<file path="config.mk">
export PLATFORM = sky130hd
export DESIGN_NAME = pcs_sequencer
export DESIGN_NICKNAME = d
export VERILOG_FILES = /design/src/design/pcs_pkg.sv /design/src/design/pcs_phase_gen.sv /design/src/design/pcs_sequencer.sv
export SDC_FILE = /design/constraint.sdc
export NUM_CORES = 1
export LEC_CHECK = 0
export BUFFER_PORTS_ARGS = -buffer_cell sky130_fd_sc_hd__buf_2
export CORE_MARGIN = 2
export CORE_UTILIZATION = 25
export CTS_CLUSTER_DIAMETER = 150
export CTS_CLUSTER_SIZE = 10
export DETAILED_ROUTE_END_ITERATION = 12
export GPL_TIMING_DRIVEN = 1
export MAX_ROUTING_LAYER = met4
export SLEW_MARGIN = 30
export SYNTH_ARGS = -nofsm -noshare
export SYNTH_HDL_FRONTEND = slang
export SYNTH_HIERARCHICAL = 1
export SYNTH_SLANG_ARGS = --single-unit
</file>
<file path="constraint.sdc">
create_clock -name pclk -period 1.42 [get_ports pclk]
set_input_delay 0.142 -clock pclk [delete_from_list [all_inputs] [get_ports pclk]]
set_output_delay 0.142 -clock pclk [all_outputs]
set_load 0.005 [all_outputs]
</file>
<file path="src/design/pcs_pkg.sv">
`default_nettype none
package pcs_pkg;

  // ****************************************
  // Widths and register map
  // ****************************************
  localparam int unsigned PC_W          = 11;
  localparam int unsigned PHASES        = 4;
  // Counter low byte sits at word index 6; the bus decodes byte addresses
  localparam int unsigned IDX_CNT_LOW   = 6;
  localparam logic [11:0] ADDR_CNT_LOW  = 12'(IDX_CNT_LOW * 4);
  localparam logic [11:0] ADDR_CTRL     = 12'h010;
  localparam logic [11:0] ADDR_PC_FULL  = 12'h014;
  localparam logic [11:0] ADDR_STATUS   = 12'h01C;
  localparam logic [10:0] VEC_RESET     = 11'h000;
  localparam logic [10:0] VEC_EXT_INT   = 11'h004;
  localparam logic [10:0] VEC_TMR_INT   = 11'h008;
  localparam logic [1:0]  PHASE_RST     = 2'h0;
  localparam logic [1:0]  PHASE_LAST    = 2'h3;
  localparam int unsigned CTRL_RUN_BIT  = 0;
  localparam logic [31:0] CTRL_RST_VAL  = 32'h0000_0001;

  // ****************************************
  // Types
  // ****************************************
  // Transfer request from the decoder
  typedef enum logic [2:0]
  {
    PCS_XFER_NONE  = 3'h0,
    PCS_XFER_JUMP  = 3'h1,
    PCS_XFER_RET   = 3'h2,
    PCS_XFER_SKIP  = 3'h3,
    PCS_XFER_EXT   = 3'h4,
    PCS_XFER_TMR   = 3'h5
  } pcs_xfer_t;

  typedef struct packed
  {
    pcs_xfer_t   kind;
    logic [10:0] target;
  } pcs_req_t;

  typedef enum logic [1:0]
  {
    PCS_ST_EXEC  = 2'b00,
    PCS_ST_DUMMY = 2'b01
  } pcs_state_t;

endpackage
`default_nettype wire

</file>
<file path="src/design/pcs_phase_gen.sv">
`default_nettype none
// ****************************************
// Four-phase divider of the system clock
// ****************************************
module pcs_phase_gen #(
  parameter int unsigned N = 4
) (
  // Clock and reset
  input  wire logic         pclk,
  input  wire logic         presetn,
  input  wire logic         clk_en,
  // Phase outputs
  output logic [N-1:0]      phase,
  output logic              cycle_end
);

  logic [1:0] cnt_r;

  // Phase counter, one instruction cycle per wrap
  always_ff @(posedge pclk or negedge presetn)
  begin
    if (!presetn)
      cnt_r <= pcs_pkg::PHASE_RST;
    else if (clk_en)
      cnt_r <= cnt_r + 2'h1;
  end

  // One-hot non-overlapping phases
  always_comb
  begin
    phase        = '0;
    phase[cnt_r] = 1'b1;
  end

  assign cycle_end = clk_en && (cnt_r == pcs_pkg::PHASE_LAST);

endmodule
`default_nettype wire

</file>
<file path="src/design/pcs_sequencer.sv">
// The APB register port is this design's own decision.
`default_nettype none
module pcs_sequencer (
  // Clock and reset
  input  wire logic                 pclk,
  input  wire logic                 presetn,
  input  wire logic                 clk_en,
  // APB slave
  input  wire logic                 psel,
  input  wire logic                 penable,
  input  wire logic                 pwrite,
  input  wire logic [11:0]          paddr,
  input  wire logic [31:0]          pwdata,
  output logic [31:0]               prdata,
  output logic                      pready,
  output logic                      pslverr,
  // Decoder transfer request, sampled at cycle end
  input  wire pcs_pkg::pcs_req_t    xfer_req,
  input  wire logic [10:0]          stack_top,
  // Program memory and decoder
  output logic [10:0]               fetch_addr,
  output logic                      fetch_strobe,
  output logic                      exec_valid,
  output logic [3:0]                phase,
  output logic                      xfer_ack
);

  // ****************************************
  // Phase generation
  // ****************************************
  logic       cycle_end;
  logic       run;
  logic       adv;
  logic [31:0] ctrl_r;

  pcs_phase_gen #(.N(pcs_pkg::PHASES)) u_phase (
    .pclk      (pclk),
    .presetn   (presetn),
    .clk_en    (clk_en),
    .phase     (phase),
    .cycle_end (cycle_end)
  );

  // Clearing run halts the counter at a cycle boundary while the phases
  // keep turning, so a restart always lines up with phase zero
  assign run = ctrl_r[pcs_pkg::CTRL_RUN_BIT];
  assign adv = cycle_end && run;

  // ****************************************
  // APB decode
  // ****************************************
  logic apb_wr;
  logic hit_low;
  logic hit_ctrl;
  logic hit_any;

  // No wait states while clocked; a frozen block stalls the bus
  // so that no write is acknowledged and then lost
  assign pready   = clk_en;
  assign apb_wr   = clk_en && psel && penable && pwrite;
  assign hit_low  = (paddr == pcs_pkg::ADDR_CNT_LOW);
  assign hit_ctrl = (paddr == pcs_pkg::ADDR_CTRL);
  assign hit_any  = hit_low || hit_ctrl || (paddr == pcs_pkg::ADDR_PC_FULL)
                    || (paddr == pcs_pkg::ADDR_STATUS);
  // Unmapped addresses answer with an error, no state change
  assign pslverr = psel && penable && !hit_any;

  // ****************************************
  // Control register
  // ****************************************
  // Run bit gates sequencing; only bit 0 is kept, the rest reads zero
  always_ff @(posedge pclk or negedge presetn)
  begin
    if (!presetn)
      ctrl_r <= pcs_pkg::CTRL_RST_VAL;
    else if (apb_wr && hit_ctrl)
      ctrl_r <= {31'h0, pwdata[0]};
  end

  // ****************************************
  // Sequencing state
  // ****************************************
  pcs_pkg::pcs_state_t state_r;
  pcs_pkg::pcs_state_t state_nxt;
  logic [10:0]         pc_r;
  logic [10:0]         pc_nxt;
  logic                low_pend_r;
  logic [7:0]          low_val_r;
  logic                xfer;

  // A low-byte write is held until the next boundary that ends an executing cycle so the
  // reload aligns with the pipeline rather than tearing a fetch.
  // A new write in the boundary clock wins: the old byte is applied
  // and the new one stays pending for the next executing cycle
  always_ff @(posedge pclk or negedge presetn)
  begin
    if (!presetn)
    begin
      low_pend_r <= 1'b0;
      low_val_r  <= 8'h00;
    end
    else if (apb_wr && hit_low)
    begin
      low_pend_r <= 1'b1;
      low_val_r  <= pwdata[7:0];
    end
    else if (adv && state_r == pcs_pkg::PCS_ST_EXEC)
      low_pend_r <= 1'b0;
  end

  // Next counter value and transfer decision
  // A dummy cycle only steps on; requests wait for a cycle that executes
  always_comb
  begin
    pc_nxt    = pc_r + 11'h001;
    xfer      = 1'b1;
    state_nxt = pcs_pkg::PCS_ST_EXEC;
    if (state_r == pcs_pkg::PCS_ST_DUMMY)
    begin
      xfer = 1'b0;  // Dummy cycle: fetch at new target, nothing executes
    end
    else if (low_pend_r)
      pc_nxt = {pc_r[10:8], low_val_r};  // outranks a held decoder request
    else
    begin
      unique case (xfer_req.kind)
        pcs_pkg::PCS_XFER_JUMP: pc_nxt = xfer_req.target;
        pcs_pkg::PCS_XFER_RET:  pc_nxt = stack_top;
        pcs_pkg::PCS_XFER_SKIP: pc_nxt = pc_r + 11'h001;
        pcs_pkg::PCS_XFER_EXT:  pc_nxt = pcs_pkg::VEC_EXT_INT;
        pcs_pkg::PCS_XFER_TMR:  pc_nxt = pcs_pkg::VEC_TMR_INT;
        pcs_pkg::PCS_XFER_NONE: xfer = 1'b0;
        default:                xfer = 1'b0;
      endcase
    end
    if (xfer)
      state_nxt = pcs_pkg::PCS_ST_DUMMY;
  end

  // Program counter and pipeline state
  // Both move only at a cycle boundary with run set
  always_ff @(posedge pclk or negedge presetn)
  begin
    if (!presetn)
    begin
      pc_r    <= pcs_pkg::VEC_RESET;
      state_r <= pcs_pkg::PCS_ST_DUMMY;  // First word is fetched before anything runs
    end
    else if (adv)
    begin
      pc_r    <= pc_nxt;
      state_r <= state_nxt;
    end
  end

  // ****************************************
  // Fetch side
  // ****************************************
  // Fetch address registered; execute valid once the pipe holds a real word
  always_ff @(posedge pclk or negedge presetn)
  begin
    if (!presetn)
    begin
      fetch_addr <= pcs_pkg::VEC_RESET;
      exec_valid <= 1'b0;
    end
    else if (adv)
    begin
      fetch_addr <= pc_nxt;
      exec_valid <= (state_nxt == pcs_pkg::PCS_ST_EXEC);
    end
  end

  // Strobe is combinational so memory sees it in the boundary clock itself
  assign fetch_strobe = adv;

  // Acknowledge in the clock after the decoder's request was taken; a held
  // low-byte write refuses the request, which the decoder then keeps up
  always_ff @(posedge pclk or negedge presetn)
  begin
    if (!presetn)
      xfer_ack <= 1'b0;
    else if (clk_en)
      xfer_ack <= adv && xfer && !low_pend_r;
  end

  // ****************************************
  // Register read
  // ****************************************
  // Read data straight from state, valid through the access phase;
  // unmapped addresses read zero
  always_comb
  begin
    prdata = 32'h0;
    if (psel && !pwrite)
    begin
      if (hit_low)
        prdata = {24'h0, pc_r[7:0]};
      else if (hit_ctrl)
        prdata = ctrl_r;
      else if (paddr == pcs_pkg::ADDR_PC_FULL)
        prdata = {21'h0, pc_r};
      else if (paddr == pcs_pkg::ADDR_STATUS)
        prdata = {28'h0, low_pend_r, exec_valid, state_r};
    end
  end

endmodule
`default_nettype wire

</file>
==> results of run 1 <==
[final cells by class]
type                    count  area, µm²
fillers                   923       5418
multi-input cells         203       1798
repair buffers            150       1054
flip-flops and latches     26      658.1
well taps                 111      138.9
inverters                  13      58.81
clock buffers               3      41.29
clock inverters             1      30.03
[sequential cells by signal, indices dropped and copies added (netlist names)]
register	flops
fetch_addr	11
low_pend_r	1
low_val_r	8
exec_valid	1
ctrl_r	1
u_phase/cnt_r	2
xfer_ack	1
state_r	1
[logic make-up (layout without fill, tap and decap cells)]
kind of cell	Yosys count	in the layout	share of synthesized area
simple gates	88	88	0.2500
buf+inv	49	167	0.1266
flops	26	26	0.2777
mux	15	15	0.08457
other cells	1	21	0.001594
fa+ha+maj	5	5	0.02660
compound gates	69	69	0.2112
xor+xnor	5	5	0.02181
[worst max-delay path by stage]
stage / startpoint / endpoint / slack (ns) / depth (start not counted)
global placement: paddr[5] / prdata[9] / -0.11 / 6
CTS: u_phase/cnt_r[1] / fetch_strobe / -0.21 / 7
global route: u_phase/cnt_r[0] / fetch_addr[5] / -0.28 / 7
detailed placement: paddr[5] / prdata[10] / -0.14 / 6
finish: u_phase/cnt_r[0] / fetch_addr[7] / -0.21 / 7
floorplan: u_phase/cnt_r[0] / fetch_addr[7] / -0.04 / 6
[placed cells by master (no fill, tap or decap), types with 3 or more instances in the layout]
master	synthesis	layout
a211oi_2	0	6
a21oi_1	8	6
a22o_1	4	4
a22oi_1	4	3
and2_1	8	3
and2_4	0	6
buf_2	6	71
buf_4	24	53
buf_6	2	24
clkbuf_8	0	3
conb_1	1	21
dfrtp_1	24	20
dfrtp_2	0	4
inv_1	13	10
mux2_4	9	11
nand2_1	11	7
nand2_4	0	3
nand3_1	6	4
nand4_1	4	4
nor2_1	15	13
nor2b_1	11	10
nor3_1	7	4
nor3_2	0	3
nor4_4	2	3
o211ai_1	5	5
o21a_1	4	4
o21ai_0	12	9
[through the flow]
stage | setup WS (ns) | util | std cells | TNS, ns | hold slack, ns
after floorplan | -0.03568 | - | 278 | -0.09374 | -0.1536
after global placement | -0.1115 | 0.3407 | 482 | -1.346 | 0.1882
after detailed placement | -0.1432 | 0.3407 | 482 | -1.935 | 0.1845
after CTS | -0.2072 | 0.3822 | 505 | -1.569 | 0.08219
after global routing | -0.2796 | 0.4109 | 507 | -3.397 | 0.07200
final | -0.2122 | 0.4109 | 507 | -1.666 | 0.09106
[worst reg2reg max path, stage by stage, from the launching register on]
cell	delay, ns
dfrtp_1	0.39
ha_2	0.19
and2_4	0.18
buf_6	0.12
and4b_1	0.19
a22o_1	0.23
nor3_2	0.14
a21oi_1	0.09
[layer usage]
| metal | routed length [µm] | up-vias | global-route usage |
|---|---|---|---|
| met4 | 242 | 0 | 0.03638 |
| li1 | - | 1174 | - |
| met5 | 0 | - | - |
| met3 | 266 | 16 | 0.02635 |
| met2 | 3977 | 78 | 0.2590 |
| met1 | 3122 | 1152 | 0.1783 |
[cell usage after synthesis, drive strengths merged, types with 2 or more instances]
cell type  instances
o211ai             5
nor2b             12
a22oi              4
o21a               4
xor2               2
a221oi             2
nor4b              2
o22ai              4
a22o               4
clkbuf             3
a21oi              8
nor4               4
mux2i              3
a31oi              2
buf               33
dfstp              2
nor3               8
nor3b              2
a211oi             7
mux2              12
nand4              4
and3               4
o21ai             12
a2111oi            2
xnor2              3
ha                 5
nand2             11
dfrtp             24
a211o              2
nand2b             3
a21o               3
nand3              8
inv               13
and2               9
nor2              15
[power by group through the flow]
| stage | clock [mW] | sequential [mW] | combinational [mW] |
|---|---|---|---|
| 2_1_floorplan | 0 | 0.815 | 0.325 |
| 3_3_place_gp | 0 | 0.804 | 0.569 |
| 3_5_place_dp | 0 | 0.806 | 0.592 |
| 4_1_cts | 0.635 | 0.788 | 0.699 |
| 5_1_grt | 0.681 | 0.793 | 0.823 |
| 6_report | 0.617 | 0.789 | 0.739 |
[repair_timing]
item	CTS	global route
endpoints found under the setup margin	25	29
resized for setup	36	57
endpoints found under the hold margin	24	0
pin swaps	21	19
buffers inserted	18	5
hold buffers	1	0
==> reports/qor.yml, run 1 <==
floorplanning:
  rows: 35
  design.core.area_um2: 9196
  die_y_um: 101
  die_x_um: 101
  start_util: 0.2558
  num_io_pins: 127
  die_area_um2: 10200
global_route:
  grt_start_max_net_pins: 27
  globalRouteOverflowTotal: 0
  grt_use_total: 0.1487
  grt_pass1_wl_um: 11650
  grt_pass1_vias: 2429
  antenna_found_initial: 0
pwr:
  vdd_drop_max_uv: 321.2
  p_comb_frac: 0.344
  finalPower_mw: 2.145
  clock_power_share: 0.288
  switching_share: 0.2818
  switching_power_uw: 604.5
  p_leak_nw: 1.784
  power_frac_seq: 0.368
  internal_power_mw: 1.541
  p_per_area_nw_per_um2: 567.8
min_path:
  whs_path_depth: 2
  hold_path_class: "in -> reg"
  worstHoldStart: "pwdata[1]"
  hold_end: "low_val_r[1]"
clock_tree:
  cts_made_buffers: 3
  clk_latency_ns: 0.27
  clockBufferDepth: 2
  cts_tree: "yes"
  clk_pin_slew_ns: 0.09
  cts-root-buf: "clkbuf_8"
  htreeDepth: 1
  cts.sinks: 26
final_layout:
  drive_gt1_frac: 0.5884
  final_nets: 477
  diodes: 0
  area_growth_syn_to_layout_pct: 60.64
  fin_area_um2: 3779
timing:
  tightest_slew_ns: 0.6071
  finalSetupViolations: 16
  max_freq_ghz: 0.6127
  fin_ws_ns: -0.2122
  slew-limit-headroom: 0.5952
  final-max-slew-violation-count: 0
  rsz0062_at_grt: "true"
  finClkSkew_ns: 0.003216
  period_minus_slack_ns: 1.632
  min_period_over_period: 1.149
  hold_violations: 0
detailed_routing:
  drt_iter0_drc: 114
  dr.pass1.iters: 4
  num_vias: 2420
  wire_per_inst_um: 15.01
  vias_per_cell: 4.773
  wl_um: 7609
  drc: 0
  postRouteAntennaNets: 0
setup_path:
  r2r-start: "u_phase/cnt_r[0]"
  crit_path_start_kind: "flop"
  worst-path-buf-inv: 1
  required_ns: 1.59
  crit_path_max_incr_delay_ns: 0.39
  worstPathCellList: "ha_2, and2_4, buf_6, and4b_1, a22o_1, nor3_2, a21oi_1"
  worst-setup-path-type: "reg -> reg"
  r2r_slack_ns: -0.21
  path_max_fanout: 3
  critPathSlowestCell: "dfrtp_1"
  rr_worst_depth: 7
  r2r-end: "fetch_addr[7]"
  arrival_ns: 1.80
  path_delay_family: "simple AND/OR/NAND/NOR gates"
  end_kind: "flop"
run:
  timing.max_cap.violations: 0
placed_design:
  portBuffers: 81
  place_congestion: 0.8652
  placed_area_um2: 3133
  dpl.hpwl_um: 5758
logic_synthesis:
  ys_seq_area_frac: 0.2777
  mappedNetlistArea_um2: 2352
  synth_edf_count: 0
  yosys-top-cells-area: "dfrtp_1 26%, buf_4 7.7%, mux2_4 5.7%, nor2b_1 2.9%, ha_1 2.7%"
  async_flop_share: 1.000
  synth_top_area_frac: 0.2553
  synth_top_flop_cell: "dfrtp_1"
  yosysWarnings: 6
  synth_top_cell_by_area: "dfrtp_1"
  ys_ff_latch: 26
  synth.distinct_cells: 68
  syn_inst: 258
  syn_avg_cell_area_um2: 9.117
outcome:
  outcome: "finished with violations"
  violations: "setup timing"
Note: power is estimated with default switching activity, not from simulation.
==> run 2, diff against run 1 <==
--- a/config.mk
+++ b/config.mk
@@ -16,5 +16,4 @@
 export SLEW_MARGIN = 30
 export SYNTH_ARGS = -nofsm -noshare
 export SYNTH_HDL_FRONTEND = slang
-export SYNTH_HIERARCHICAL = 1
 export SYNTH_SLANG_ARGS = --single-unit
==> reports/qor.yml, run 2 <==
outcome:
  outcome: "finished with violations"
  violations: "setup timing"
timing:
  hold_violations: 0
  finClkSkew_ns: 0.008981
  finalSetupViolations: 21
  max_freq_ghz: 0.5979
  fin_ws_ns: -0.2524
  rsz0062_at_grt: "true"
  min_period_over_period: 1.178
  slew-limit-headroom: 0.5819
  tightest_slew_ns: 0.6271
  period_minus_slack_ns: 1.672
  final-max-slew-violation-count: 0
logic_synthesis:
  synth_top_flop_cell: "dfrtp_1"
  synth_commonest_cells: "24 x dfrtp_1, 23 x nor2_1, 22 x buf_4"
  synth_top_area_frac: 0.2837
  syn_avg_cell_area_um2: 8.270
  synth.most_common_cell: "dfrtp_1"
  yosys-top-cells-area: "dfrtp_1 28%, buf_4 7.8%, mux2_2 6.4%, nor2_1 4.1%, a22oi_1 3.9%"
  ys_seq_area_frac: 0.3085
  ys_ff_latch: 26
  yosysWarnings: 0
  syn_inst: 256
  synth_edf_count: 0
  synth_top_cell_by_area: "dfrtp_1"
  mappedNetlistArea_um2: 2117
  synth.distinct_cells: 51
  async_flop_share: 1.000
floorplanning:
  num_io_pins: 127
  die_area_um2: 9220
  die_x_um: 96.02
  die_y_um: 96.02
  design.core.area_um2: 8217
  rows: 33
  start_util: 0.2577
setup_path:
  arrival_ns: 1.53
  crit_path_start_kind: "primary input"
  end_kind: "primary output"
  path_max_fanout: 3
  required_ns: 1.28
  worst-setup-path-type: "in -> out"
  rr_worst_depth: 6
global_route:
  grt_use_total: 0.1622
  antenna_found_initial: 0
  globalRouteOverflowTotal: 0
  grt_start_max_net_pins: 27
  grt_pass1_vias: 2367
  grt_pass1_wl_um: 11390
clock_tree:
  cts.sinks: 26
  cts-root-buf: "clkbuf_8"
  clk_pin_slew_ns: 0.09
  cts_tree: "yes"
  htreeDepth: 1
  clk_latency_ns: 0.28
  clockBufferDepth: 2
  cts_made_buffers: 3
final_layout:
  drive_gt1_frac: 0.5935
  final_common_cell: "buf_2"
  diodes: 0
  multi_input_area_um2: 1627
  nFillCells: 790
  area_growth_syn_to_layout_pct: 73.58
  seqCellArea_um2: 659.4
  top_register: "fetch_addr"
  fin_util: 0.4472
  final_nets: 482
  top_regs: "fetch_addr (11), low_val_r (8), u_phase.cnt_r (2)"
  largest_register_ffs: 11
  stdcell_count: 506
  final_cell_mix: "74 x buf_2, 59 x buf_4, 24 x buf_6"
run:
  timing.max_cap.violations: 0
placed_design:
  dp_cells: 480
  dp_slack_ns: -0.3903
  place_congestion: 0.8218
  dpl.hpwl_um: 5354
  portBuffers: 81
detailed_routing:
  wire_per_inst_um: 14.39
  num_vias: 2397
  postRouteAntennaNets: 0
  vias_per_cell: 4.737
  drc: 0
  drt_iter0_drc: 73
  dr.pass1.iters: 4
  wl_um: 7282
pwr:
  finalPower_mw: 2.061
  p_leak_nw: 1.748
  p_per_area_nw_per_um2: 560.8
  vdd_drop_max_uv: 367.3
min_path:
  hold_path_class: "in -> reg"
  whs_path_depth: 2
==> run 2: cell types whose count changed in the layout (fill, tap and decap cells not counted), sizes merged, moves of 3 or more <==
cell and delta:
nand2 +3, nor2b -5, o211ai -5, nand4 -3, a22oi +7, nor3 +4, buf +9, nor2 +8
a21o -3, a21oi +4
==> run 2: what timing repair did <==
item                                   CTS  global route
setup endpoints to repair               23            34
cloned                                   0             2
endpoints found under the hold margin   24             0
hold buffers                             1             0
buffers inserted                        13            10
pin swaps                               25            30
resized for setup                       55            56
==> run 2: per-stage QoR <==
step,setup TNS (ns),hold WS (ns),area (µm²)
after floorplan,-0.3401,-0.1536,2241
after detailed placement,-5.838,0.1942,2960
after CTS,-2.739,0.09128,3368
after global routing,-4.830,0.08650,3675
final,-2.959,0.09572,3675
after global placement,-5.033,0.2011,2960
==> run 2: cell type report <==
cell class                 instances  area share
clock buffer                       3     0.01124
sequential                        26      0.1794
inverter                          10     0.01294
clock inverter                     1    0.008172
timing repair buffer             160      0.3098
tap                              105     0.03575
multi-input combinational        201      0.4426
==> run 2: worst paths after layout <==
kind                          startpoint              to  slack [ns]
hold reg to reg             low_val_r[7]    low_val_r[7]        0.52
min in group asynchronous        presetn  fetch_addr[10]        0.41
max in group asynchronous        presetn   fetch_addr[2]        0.56
setup reg to reg           fetch_addr[0]  fetch_addr[10]       -0.18
hold / removal                 pwdata[7]    low_val_r[7]         0.1
setup / recovery                paddr[6]      prdata[10]       -0.25
==> run 2: per-layer routing <==
| metal | wire length (µm) | share of wire | GRT usage | vias to the layer above |
|---|---|---|---|---|
| li1 | - | - | - | 1173 |
| met3 | 352 | 0.048 | 0.02193 | 6 |
| met5 | 0 | 0 | - | - |
| met4 | 53 | 0.0073 | 0.02500 | 0 |
| met2 | 3953 | 0.54 | 0.2865 | 64 |
| met1 | 2923 | 0.40 | 0.2006 | 1154 |
==> run 2: critical path: stages <==
cell     delay (ns)
buf_6          0.10
nor4b_4        0.25
nand3_1        0.13
or3b_4         0.43
nor3b_4        0.22
and2_1         0.15
buf_2          0.10
==> run 2: power breakdown <==
part	internal [mW]	switching, mW	leakage (nW)	total, mW
clock network	0.377	0.253	0.0357	0.630
logic	0.325	0.303	1.37	0.628
registers	0.770	0.0321	0.339	0.802
==> run 2: kinds of logic (layout without fill, tap and decap cells) <==
| logic type | after synthesis | count (layout) | synth area share |
|---|---|---|---|
| compound gates | 65 | 65 | 0.2080 |
| other cells | 1 | 21 | 0.001771 |
| xor+xnor | 6 | 6 | 0.02483 |
| flops | 26 | 26 | 0.3085 |
| simple gates | 90 | 90 | 0.2246 |
| fa+ha+maj | 5 | 5 | 0.02955 |
| mux | 14 | 14 | 0.07329 |
| buf+inv | 49 | 174 | 0.1294 |
